[config.mk]
export PLATFORM = sky130hd
export DESIGN_NAME = lbw_local_bus
export DESIGN_NICKNAME = d
export VERILOG_FILES = /design/src/core/lbw_pkg.sv /design/src/core/lbw_wait_sel.sv /design/src/core/lbw_local_bus.sv
export SDC_FILE = /design/constraint.sdc
export NUM_CORES = 1
export LEC_CHECK = 0
export BUFFER_PORTS_ARGS = -buffer_cell sky130_fd_sc_hd__buf_2
export CORE_UTILIZATION = 54
export CTS_CLUSTER_DIAMETER = 120
export DETAILED_ROUTE_END_ITERATION = 8
export HOLD_SLACK_MARGIN = 0.03
export PLACE_DENSITY = 0.87
export RECOVER_POWER = 50
export SLEW_MARGIN = 20
export SYNTH_ARGS = -nofsm -noshare
export SYNTH_HDL_FRONTEND = slang
export SYNTH_SLANG_ARGS = --single-unit
[constraint.sdc]
create_clock -name pclk -period 6.5 [get_ports pclk]
set_clock_uncertainty 0.2 [all_clocks]
set_input_delay 0.975 -clock pclk [delete_from_list [all_inputs] [get_ports pclk]]
set_output_delay 0.975 -clock pclk [all_outputs]
set_load 0.03 [all_outputs]
[src/core/lbw_pkg.sv]
// constants, register map and state type for the local bus wait controller
package lbw_pkg;
   // apb byte offsets of the three control registers
   localparam logic [11:0] LBW_OFF_EXT_CTRL = 12'h000;
   localparam logic [11:0] LBW_OFF_WAIT_LOW = 12'h004;
   localparam logic [11:0] LBW_OFF_WAIT_HIGH = 12'h008;
   // reset values
   localparam logic [7:0] LBW_EXT_CTRL_RESET = 8'h20;
   localparam logic [7:0] LBW_WAIT_LOW_RESET = 8'hAA;
   localparam logic [15:0] LBW_WAIT_HIGH_RESET = 16'hAAAA;
   // memory_extension_control fields
   localparam int LBW_ROM_FETCH_SPEED_BIT = 7;
   localparam int LBW_ADDRESS_WAIT_ENABLE_BIT = 5;
   localparam int LBW_MODE_LSB = 0;
   localparam int LBW_MODE_W = 4;
   // extension mode codes
   localparam logic [3:0] LBW_MODE_SINGLE = 4'h0;
   localparam logic [3:0] LBW_MODE_256B = 4'h3;
   localparam logic [3:0] LBW_MODE_1K = 4'h4;
   localparam logic [3:0] LBW_MODE_4K = 4'h5;
   localparam logic [3:0] LBW_MODE_16K = 4'h6;
   localparam logic [3:0] LBW_MODE_64K = 4'h7;
   localparam logic [3:0] LBW_MODE_256K = 4'h8;
   localparam logic [3:0] LBW_MODE_1M = 4'h9;
   // two-bit wait field codes
   localparam logic [1:0] LBW_WAIT_0 = 2'h0;
   localparam logic [1:0] LBW_WAIT_1 = 2'h1;
   localparam logic [1:0] LBW_WAIT_2 = 2'h2;
   localparam logic [1:0] LBW_WAIT_PIN = 2'h3;
   // address layout
   localparam int LBW_ADDR_W = 20;
   localparam int LBW_UPPER_W = 12;
   localparam int LBW_FIELD_W = 2;
   // bus cycle states
   typedef enum logic [2:0] {
      LBW_ST_IDLE,
      LBW_ST_ADDR,
      LBW_ST_AWAIT,
      LBW_ST_STROBE,
      LBW_ST_HOLD
   } lbw_state_type;
endpackage

[src/core/lbw_wait_sel.sv]
// registered per-space wait field selection
module lbw_wait_sel
   import lbw_pkg::*;
(
   // clock and reset
   input wire logic pclk,
   input wire logic presetn,
   // access address and wait registers
   input wire logic [LBW_ADDR_W-1:0] addr,
   input wire logic [7:0] pwc_low,
   input wire logic [15:0] pwc_high,
   // selected field
   output logic [1:0] wait_code
);
   logic [1:0] next_wait_code;
   logic [1:0] idx;

   always_comb begin
      idx = 2'h0;
      next_wait_code = LBW_WAIT_0;
      if (addr[19:16] == 4'h0) begin
         // four 16-kbyte spaces below 10000h
         idx = addr[15:14];
         next_wait_code = pwc_low[idx*LBW_FIELD_W +: LBW_FIELD_W];
      end else begin
         // 64k, 128k, 256k and 512k spaces from 10000h upward
         if (addr[19]) begin
            idx = 2'h3;
         end else if (addr[18]) begin
            idx = 2'h2;
         end else if (addr[17]) begin
            idx = 2'h1;
         end
         next_wait_code = pwc_high[idx*LBW_FIELD_W +: LBW_FIELD_W];
      end
   end

   always_ff @(posedge pclk or negedge presetn) begin
      if (!presetn) begin
         wait_code <= LBW_WAIT_2;
      end else begin
         wait_code <= next_wait_code;
      end
   end
endmodule // lbw_wait_sel

[src/core/lbw_local_bus.sv]
// local bus interface with address and access wait control, apb registers
//
// Design decisions made here: the APB register port and the placing of the registers.
module lbw_local_bus
   import lbw_pkg::*;
#(
   parameter bit NO_INTERNAL_ROM = 1'b0
)(
   // clock and reset
   input wire logic pclk,
   input wire logic presetn,
   // apb slave
   input wire logic psel,
   input wire logic penable,
   input wire logic pwrite,
   input wire logic [11:0] paddr,
   input wire logic [31:0] pwdata,
   input wire logic [3:0] pstrb,
   output logic [31:0] prdata,
   output logic pready,
   output logic pslverr,
   // cpu access request
   input wire logic cpu_req,
   input wire logic [LBW_ADDR_W-1:0] cpu_addr,
   input wire logic cpu_write,
   input wire logic [7:0] cpu_wdata,
   input wire logic cpu_internal,
   input wire logic cpu_rom,
   output logic cpu_done,
   output logic [7:0] cpu_rdata,
   // external bus pins
   output logic address_strobe,
   output logic read_strobe_n,
   output logic write_strobe_n,
   input wire logic [7:0] low_multiplexed_bus_in,
   output logic [7:0] low_multiplexed_bus_out,
   output logic low_multiplexed_bus_oe,
   output logic [LBW_UPPER_W-1:0] upper_address_lines,
   output logic [LBW_UPPER_W-1:0] upper_address_bus_en,
   output logic port_pins_bus_sel,
   input wire logic wait_pin_n
);
   // registers and state
   // the three control registers and their next values
   logic [7:0] memory_extension_control, next_ext_ctrl;
   logic [7:0] wait_control_low_spaces, next_wait_low;
   logic [15:0] wait_control_high_spaces, next_wait_high;
   logic [31:0] next_prdata;
   logic next_pready, next_pslverr;
   lbw_state_type state, next_state;
   logic [1:0] wcnt, next_wcnt;
   logic [LBW_ADDR_W-1:0] acc_addr, next_acc_addr;
   logic acc_write, next_acc_write, acc_quiet, next_acc_quiet;
   logic [7:0] acc_wdata, next_acc_wdata;
   logic next_cpu_done, next_addr_strobe, next_rd_n, next_wr_n, next_ad_oe, next_bus_sel;
   logic [7:0] next_cpu_rdata, next_ad_out;
   logic [LBW_UPPER_W-1:0] next_upper, next_upper_en;
   logic [1:0] wait_code;
   logic [3:0] mode;
   logic fast_rom, addr_wait_en, bus_active, apb_access, apb_wr;
   logic [LBW_ADDR_W-1:0] size_mask;

   // address bits kept by each extension size
   function automatic logic [LBW_ADDR_W-1:0] mode_mask(input logic [3:0] m);
      logic [LBW_ADDR_W-1:0] r;
      r = 20'h000FF;
      if (m == LBW_MODE_1K) begin
         r = 20'h003FF;
      end else if (m == LBW_MODE_4K) begin
         r = 20'h00FFF;
      end else if (m == LBW_MODE_16K) begin
         r = 20'h03FFF;
      end else if (m == LBW_MODE_64K) begin
         r = 20'h0FFFF;
      end else if (m == LBW_MODE_256K) begin
         r = 20'h3FFFF;
      end else if (m == LBW_MODE_1M) begin
         r = 20'hFFFFF;
      end
      return r;
   endfunction

   lbw_wait_sel u_wait_sel (
      .pclk(pclk),
      .presetn(presetn),
      .addr(acc_addr),
      .pwc_low(wait_control_low_spaces),
      .pwc_high(wait_control_high_spaces),
      .wait_code(wait_code)
   );

   // romless part runs small modes as 64k, single-chip too
   always_comb begin
      mode = memory_extension_control[LBW_MODE_LSB +: LBW_MODE_W];
      if (NO_INTERNAL_ROM && mode != LBW_MODE_256K && mode != LBW_MODE_1M) begin
         mode = LBW_MODE_64K;
      end
      bus_active = NO_INTERNAL_ROM || (mode != LBW_MODE_SINGLE);
      size_mask = mode_mask(mode);
      fast_rom = memory_extension_control[LBW_ROM_FETCH_SPEED_BIT];
      addr_wait_en = memory_extension_control[LBW_ADDRESS_WAIT_ENABLE_BIT];
   end

   // apb: answer one cycle into the access phase
   always_comb begin
      apb_access = psel && penable && !pready;
      apb_wr = psel && penable && pready && pwrite && !pslverr;
      next_pready = apb_access;
      next_pslverr = 1'b0;
      next_prdata = 32'h0000_0000;
      next_ext_ctrl = memory_extension_control;
      next_wait_low = wait_control_low_spaces;
      next_wait_high = wait_control_high_spaces;
      if (apb_access) begin
         if (paddr == LBW_OFF_EXT_CTRL) begin
            next_prdata = {24'h00_0000, memory_extension_control};
            next_pslverr = pwrite && !pstrb[0];
         end else if (paddr == LBW_OFF_WAIT_LOW) begin
            next_prdata = {24'h00_0000, wait_control_low_spaces};
            next_pslverr = pwrite && !pstrb[0];
         end else if (paddr == LBW_OFF_WAIT_HIGH) begin
            next_prdata = {16'h0000, wait_control_high_spaces};
            next_pslverr = pwrite && (pstrb[1:0] != 2'h3);
         end else begin
            next_pslverr = 1'b1;
         end
      end
      // a write lands only at the edge that samples pready high
      if (apb_wr) begin
         if (paddr == LBW_OFF_EXT_CTRL) begin
            next_ext_ctrl = pwdata[7:0];
         end else if (paddr == LBW_OFF_WAIT_LOW) begin
            next_wait_low = pwdata[7:0];
         end else if (paddr == LBW_OFF_WAIT_HIGH) begin
            // upper byte stored as written; software keeps it at AAh
            next_wait_high = pwdata[15:0];
         end
      end
   end

   always_ff @(posedge pclk or negedge presetn) begin
      if (!presetn) begin
         memory_extension_control <= LBW_EXT_CTRL_RESET;
         wait_control_low_spaces <= LBW_WAIT_LOW_RESET;
         wait_control_high_spaces <= LBW_WAIT_HIGH_RESET;
         prdata <= 32'h0000_0000;
         pready <= 1'b0;
         pslverr <= 1'b0;
      end else begin
         memory_extension_control <= next_ext_ctrl;
         wait_control_low_spaces <= next_wait_low;
         wait_control_high_spaces <= next_wait_high;
         prdata <= next_prdata;
         pready <= next_pready;
         pslverr <= next_pslverr;
      end
   end

   // bus cycle engine
   always_comb begin
      next_state = state;
      next_wcnt = wcnt;
      next_acc_addr = acc_addr;
      next_acc_write = acc_write;
      next_acc_wdata = acc_wdata;
      next_acc_quiet = acc_quiet;
      next_cpu_done = 1'b0;
      next_cpu_rdata = cpu_rdata;
      next_addr_strobe = 1'b0;
      next_rd_n = 1'b1;
      next_wr_n = 1'b1;
      next_ad_out = low_multiplexed_bus_out;
      next_ad_oe = 1'b0;
      next_upper = upper_address_lines;
      next_bus_sel = bus_active;
      next_upper_en = bus_active ? size_mask[LBW_ADDR_W-1:8] : 12'h000;
      case (state)
         LBW_ST_IDLE: begin
            if (cpu_req && !cpu_done) begin
               if (cpu_internal && !(cpu_rom && !fast_rom)) begin
                  // internal hit: no strobes, address held, bus floats
                  next_cpu_done = 1'b1;
               end else begin
                  next_acc_addr = cpu_addr;
                  next_acc_write = cpu_write;
                  next_acc_wdata = cpu_wdata;
                  // rom on the slow cycle keeps external timing but stays off the pins
                  next_acc_quiet = cpu_internal || !bus_active;
                  next_state = LBW_ST_ADDR;
                  if (!(cpu_internal || !bus_active)) begin
                     next_addr_strobe = 1'b1;
                     next_ad_out = cpu_addr[7:0];
                     next_ad_oe = 1'b1;
                     next_upper = cpu_addr[LBW_ADDR_W-1:8] & size_mask[LBW_ADDR_W-1:8];
                  end
               end
            end
         end
         LBW_ST_ADDR: begin
            next_wcnt = 2'h0;
            // decode time: one extra cycle of strobe high before read or write
            if (addr_wait_en) begin
               next_state = LBW_ST_AWAIT;
               next_addr_strobe = !acc_quiet;
               next_ad_oe = !acc_quiet;
            end else begin
               next_state = LBW_ST_STROBE;
               next_rd_n = acc_quiet || acc_write;
               next_wr_n = acc_quiet || !acc_write;
               next_ad_out = acc_wdata;
               next_ad_oe = !acc_quiet && acc_write;
            end
         end
         LBW_ST_AWAIT: begin
            next_state = LBW_ST_STROBE;
            next_rd_n = acc_quiet || acc_write;
            next_wr_n = acc_quiet || !acc_write;
            next_ad_out = acc_wdata;
            next_ad_oe = !acc_quiet && acc_write;
         end
         LBW_ST_STROBE: begin
            next_rd_n = read_strobe_n;
            next_wr_n = write_strobe_n;
            next_ad_oe = low_multiplexed_bus_oe;
            // pin mode waits while the pin is low; on rom space it can hang
            if (wait_code == LBW_WAIT_PIN) begin
               if (wait_pin_n) begin
                  next_state = LBW_ST_HOLD;
               end
            end else if (wcnt == wait_code) begin
               next_state = LBW_ST_HOLD;
            end else begin
               next_wcnt = wcnt + 2'h1;
            end
            if (next_state == LBW_ST_HOLD) begin
               next_rd_n = 1'b1;
               next_wr_n = 1'b1;
               next_ad_oe = 1'b0;
               next_cpu_done = 1'b1;
               next_cpu_rdata = acc_quiet ? cpu_rdata : low_multiplexed_bus_in;
            end
         end
         LBW_ST_HOLD: begin
            next_state = LBW_ST_IDLE;
         end
         default: begin
            next_state = LBW_ST_IDLE;
         end
      endcase
   end

   always_ff @(posedge pclk or negedge presetn) begin
      if (!presetn) begin
         state <= LBW_ST_IDLE;
         wcnt <= 2'h0;
         acc_addr <= 20'h00000;
         acc_write <= 1'b0;
         acc_wdata <= 8'h00;
         acc_quiet <= 1'b0;
         cpu_done <= 1'b0;
         cpu_rdata <= 8'h00;
         address_strobe <= 1'b0;
         read_strobe_n <= 1'b1;
         write_strobe_n <= 1'b1;
         low_multiplexed_bus_out <= 8'h00;
         low_multiplexed_bus_oe <= 1'b0;
         upper_address_lines <= 12'h000;
         upper_address_bus_en <= 12'h000;
         port_pins_bus_sel <= 1'b0;
      end else begin
         state <= next_state;
         wcnt <= next_wcnt;
         acc_addr <= next_acc_addr;
         acc_write <= next_acc_write;
         acc_wdata <= next_acc_wdata;
         acc_quiet <= next_acc_quiet;
         cpu_done <= next_cpu_done;
         cpu_rdata <= next_cpu_rdata;
         address_strobe <= next_addr_strobe;
         read_strobe_n <= next_rd_n;
         write_strobe_n <= next_wr_n;
         low_multiplexed_bus_out <= next_ad_out;
         low_multiplexed_bus_oe <= next_ad_oe;
         upper_address_lines <= next_upper;
         upper_address_bus_en <= next_upper_en;
         port_pins_bus_sel <= next_bus_sel;
      end
   end

   // checks
   // strobe seen high at the take's next edge, once more in the wait, then low
   a_addr_wait_stretch: assert property (@(posedge pclk) disable iff (!presetn)
      $rose(address_strobe) && addr_wait_en |=> address_strobe ##1 !address_strobe)
      else $error("address wait did not stretch strobe by one cycle");
   a_no_addr_wait: assert property (@(posedge pclk) disable iff (!presetn)
      $rose(address_strobe) && !addr_wait_en |=> !address_strobe)
      else $error("strobe stretched without address wait");
   a_two_waits: assert property (@(posedge pclk) disable iff (!presetn)
      $fell(read_strobe_n) && wait_code == LBW_WAIT_2 |-> !read_strobe_n [*3] ##1 read_strobe_n)
      else $error("two access waits not three low cycles");
   a_zero_wait: assert property (@(posedge pclk) disable iff (!presetn)
      $fell(write_strobe_n) && wait_code == LBW_WAIT_0 |=> write_strobe_n)
      else $error("zero wait write strobe not one cycle");
   a_internal_quiet: assert property (@(posedge pclk) disable iff (!presetn)
      state == LBW_ST_IDLE && cpu_req && !cpu_done && cpu_internal && !cpu_rom
      |=> cpu_done && read_strobe_n && write_strobe_n && !address_strobe
      && !low_multiplexed_bus_oe && $stable(upper_address_lines))
      else $error("internal access reached the pins");
   a_upper_mask: assert property (@(posedge pclk) disable iff (!presetn)
      address_strobe |-> (upper_address_lines & ~upper_address_bus_en) == 12'h000)
      else $error("upper address beyond extension size driven");
   a_wait_low_write: assert property (@(posedge pclk) disable iff (!presetn)
      psel && penable && pready && pwrite && !pslverr && paddr == LBW_OFF_WAIT_LOW
      |=> wait_control_low_spaces == $past(pwdata[7:0]))
      else $error("low wait register write lost");
   a_wait_high_narrow: assert property (@(posedge pclk) disable iff (!presetn)
      psel && penable && !pready && pwrite && paddr == LBW_OFF_WAIT_HIGH && pstrb[1:0] != 2'h3
      |=> pslverr ##1 $stable(wait_control_high_spaces))
      else $error("narrow write reached high wait register");
   a_pins_idle: assert property (@(posedge pclk) disable iff (!presetn)
      !port_pins_bus_sel |-> read_strobe_n && write_strobe_n && !low_multiplexed_bus_oe)
      else $error("bus pins driven while ports");
endmodule // lbw_local_bus

Word-level counts from Yosys, hierarchy flattened
Cells that the tools add are included.
{ "totals": {"reg_bits": 149, "latchBits": 0, "mem_bits_rw": 0, "romBits": 0, "input_bits": 94, "out_inout_bits": 80, "elab_cells": 145, "n_memories": 0} }
{ "classes": {"add_sub_neg": 1, "n_mul": 0, "div_mod_pow": 0, "n_lt_le_gt_ge": 0, "eq_ne": 22, "shift": 2, "muxes": 53, "bitwise_logic": 6, "n_reduce_logical": 38} }
{ "op_table": {"columns": ["cell", "count"], "rows": [
  ["20-bit 2-to-1 mux", 6],
  ["16-bit 2-to-1 mux", 4],
  ["8-bit 2-to-1 mux", 4],
  ["8-bit one-hot mux with 3 select lines", 1],
  ["1-bit 2-to-1 mux", 18],
  ["3-bit 2-to-1 mux", 6],
  ["4-bit by 3-bit == test with 1-bit output (second input constant)", 4],
  ["2-bit inequality test (second input constant)", 8],
  ["16-bit by 4-bit indexed part select with 2-bit output", 1],
  ["12-bit AND", 1],
  ["12-bit by 3-bit == test with 1-bit output (second input constant)", 1],
  ["12-bit by 4-bit == test with 1-bit output (second input constant)", 1],
  ["12-bit zero test", 1],
  ["12-bit 2-to-1 mux", 1],
  ["2-bit 2-to-1 mux", 6],
  ["3-bit one-hot mux with 4 select lines", 1],
  ["3-bit AND reduction", 4],
  ["1-bit logical AND", 11],
  ["1-bit zero test", 9],
  ["4-bit == test (second input constant)", 2],
  ["4-bit AND reduction", 2],
  ["8-bit by 4-bit indexed part select with 2-bit output", 1],
  ["3-bit by 2-bit == test with 1-bit output (second input constant)", 2],
  ["1-bit one-hot mux with 3 select lines", 2],
  ["17 further kinds", 25]
]} }

Depth between registers and ports, before layout
{ "logic_depth": {"depth_word": 8, "ltp_mapped": 7, "mapped_depth_nobuf": 5} }

Cells and area by module
A second synthesis with hierarchy kept.
{ "unflattened": {"hier_cells": 425, "hier_area_um2": 5492.8} }
{ "modules_own_cells": {"columns": ["module", "instances", "cells_each", "area_per_inst_um2", "seq_area_each_um2"], "rows": [
  ["lbw_local_bus", 1, 406, 5298.8, 3146.8],
  ["lbw_wait_sel", 1, 19, 193.9, 51.3]
]} }

Least setup slack after synthesis
OpenSTA, ideal clock, no wires.
{ "synth_timing": {"path_type": "input to register", "from": "input port paddr[2]", "to": "register wait_control_high_spaces[10]", "arrival_time_ns": 2.596, "path_slack_ns": 3.579, "path_stages": 7, "n_path_buf": 3, "cell_sequence": "buf_4 -> or4b_4 -> nor3_4 -> and2_4 -> buf_8 -> buf_12 -> mux2_4"} }
{ "synth_via": {"elab_chain_cells": 3, "elab_cells_between_ends": 6, "cone_classes": "eq/ne (2); bitwise (2); reduce/logical (2)"} }
{ "synth_lines": {"columns": ["item", "line_no", "rtl"], "rows": [
  ["from (decl)", "lbw_local_bus.sv:16", "input wire logic [11:0] paddr,"],
  ["12-bit by 3-bit == test with 1-bit output / 12-bit zero test (equally long branches)", "lbw_local_bus.sv:132, lbw_local_bus.sv:130", null],
  ["1-bit inverter (no line)", null, null],
  ["4-bit AND reduction (no line) *", null, null],
  ["to (signal assigned)", "lbw_local_bus.sv:152", "wait_control_high_spaces <= next_wait_high;"],
  ["to (decl)", "lbw_local_bus.sv:47", "logic [15:0] wait_control_high_spaces, next_wait_high;"]
]} }
Mark *: on every way between the ends. The rest lies on a longest branch, timed or not.
A chain may end at the register's enable or synchronous reset.

==> impl_metrics.ini <==
[global_route]
overflow = 0
antenna_found_initial = 0
use_met2_pct = 41.60
top_usage_layer = met2
grt_pass1_vias = 3733
use_met1_pct = 30.88
grt_use_met3_pct = 5.319
grt_pass1_wl_mm = 18.37
grt_use_total_pct = 24.55
grt_max_degree = 64

[setup_path]
cp.depth = 2
critPathTopFamily = buffers and inverters
arrival_ps = 4210
crit_end = state[1]
cpMaxStageDelayCell = clkbuf_1
worstPathMaxFanout = 63
crit_path_start_kind = primary input
critical_path.max_stage_delay_ps = 1810
required_ps = 6640
r2r-start = state[0]
cp-startpoint = presetn
r2r_slack_ps = 3730
crit_buf_inv = 2
worstSetupPathType = in -> async
reg2reg_depth = 4
setup.worst_path.end_class = async pin
path_cells = clkbuf_1, clkbuf_2
r2r_end = acc_wdata[7]

[status]
violations = capacitance limit, slew limit
status = finished with violations

[clocking]
cts_root_buf = clkbuf_8
clkSlewWorstSetupHoldPaths_ps = 60
cts_max_path_buffers = 2
clkLatencyLatePin_ps = 500
cts_tree = done
cts_htree_levels = 4
cts_resized = 0
cts_setup_buffers = 0
ctsHoldBuffers = 0
cts_num_sinks = 113
cts_made_buffers = 17

[route]
dr.pass1.iters = 5
final_antenna_net_count = 0
drt-initial-drc-count = 235
drc = 0
drt-wirelength-per-cell_um = 17.09
wl_mm = 11.24
viasPerCell = 5.617
vias = 3696

[cells_and_area]
antennaDiodeCount = 0
syn_to_final_growth_pct = 24.47
fin_util_pct = 70.71
drive_gt1_share_pct = 47.09
instances_no_fill = 658
nNetsFinal = 632
finalInstanceArea_um2 = 6287

[power]
power_density_nw_per_um2 = 386.5
p_leak_nw = 3.135
ir_drop_mv = 0.2764
total_power_mw = 2.430

[synth]
synth_edf_count = 0
yosys-top-cells-area = dfrtp_1, mux2_2, dfstp_2, buf_4, mux2_4
ys_ff_latch = 113
synth_warnings = 0
yosysSeqAreaShare_pct = 56.38
synth.top_cell.area_share_pct = 48.06
synth.distinct_cells = 59
syn_area_per_cell_um2 = 12.72
synthFlopType = dfrtp_1
synth_top_cell_by_area = dfrtp_1
syn_inst = 397
synth_commonest_cells = dfrtp_1, mux2_2, nand2_1
synth_most_common_cell = dfrtp_1
mappedNetlistArea_um2 = 5051
ys_async_sr_fraction_pct = 100.0

[worst_hold_path]
holdPathStages = 2
hp-class = reg -> reg

[floorplanning]
die_h_um = 98.72
fp.dieW_um = 98.72
core-area_um2 = 8891
dieArea_um2 = 9745
io_pins = 174
row_count = 34
start_util_pct = 56.81

[sta]
slew_headroom_pct = -72.55
max_freq_mhz = 245.9
fin_crit_sh_pct = 62.55
hold_viol_final = 0
grt_setup_unrepaired = no
slew_viol_final = 115
tns_ps = 0
tightest_slew_ps = 2588
period_needed_ps = 4066
setup_viol = 0

[placed_design]
port_buffers = 139
gp_congestion = 0.8597
dpl.cell_count = 627
placed_area_um2 = 5712
dp_hpwl_mm = 7.908

[flow_run]
drv_cap = 2
==> metal layers <==
metal	vias up	routed length [um]
met5	-	0
met2	180	5795
met4	0	201
met3	19	626
li1	1663	-
met1	1834	4621
==> flip-flops by register name, indices dropped and copies added, names as in the netlist, 2 cells and up <==
name / count
cpu_rdata: 8
prdata: 16
acc_wdata: 8
memory_extension_control: 8
wait_control_low_spaces: 8
wait_control_high_spaces: 16
wcnt: 2
u_wait_sel.wait_code: 2
acc_addr: 6
upper_address_lines: 12
low_multiplexed_bus_out: 8
upper_address_bus_en: 6
state: 3
==> kinds of logic after synthesis <==
group	after synthesis	synth area share (%)
AND/OR/NAND/NOR	123	13.55
flip-flops	113	56.38
multiplexers	78	18.45
AO/OA/AOI/OAI	40	5.747
buffers and inverters	40	5.450
XOR/XNOR	2	0.3469
other	1	0.07424
==> cell type report <==
class	count	area (um2)
inverters	6	22.52
well taps	108	135.1
clock buffers	22	473.0
flip-flops and latches	113	2848
fillers	621	2604
clock inverters	9	128.9
multi-input cells	259	1988
repair buffers	141	691.9
==> metrics by stage <==
| step | hold slack (ps) | setup WS, ps |
|---|---|---|
| after floorplan | 253.7 | 3579 |
| after global placement | 243.5 | 3012 |
| after detailed placement | 251.5 | 3050 |
| after CTS | 263.0 | 3496 |
| after global routing | 289.8 | 1687 |
| final | 260.9 | 2434 |
==> power by group <==
part	switching [mW]	internal, mW	total, mW
clock network	0.306	0.621	0.927
registers	0.0924	0.825	0.918
logic	0.321	0.265	0.585
==> layout by cell type, fill, tap and decap left out, types with 6 or more instances in the layout <==
master     count
mux2_2        61
clkbuf_1      14
and2_1         9
mux2_4        10
dfstp_2       16
dfrtp_1       97
buf_2        126
o21ai_0       11
nor2_1        14
nand3_1       13
nor3_1         9
clkbuf_16     16
conb_1        16
nand2_1       38
inv_1          6
nand2b_1      10
==> worst min path at each step <==
stage                                            start                endpoint  slack (ps)
final                           upper_address_lines[4]  upper_address_lines[4]         260
after global routing            upper_address_lines[4]  upper_address_lines[4]         290
after CTS                       upper_address_lines[1]  upper_address_lines[1]         260
after detailed placement        upper_address_lines[1]  upper_address_lines[1]         250
after global placement          upper_address_lines[0]  upper_address_lines[0]         240
after floorplan           wait_control_high_spaces[10]              prdata[10]         250
Note: power is estimated with default switching activity, not from simulation.
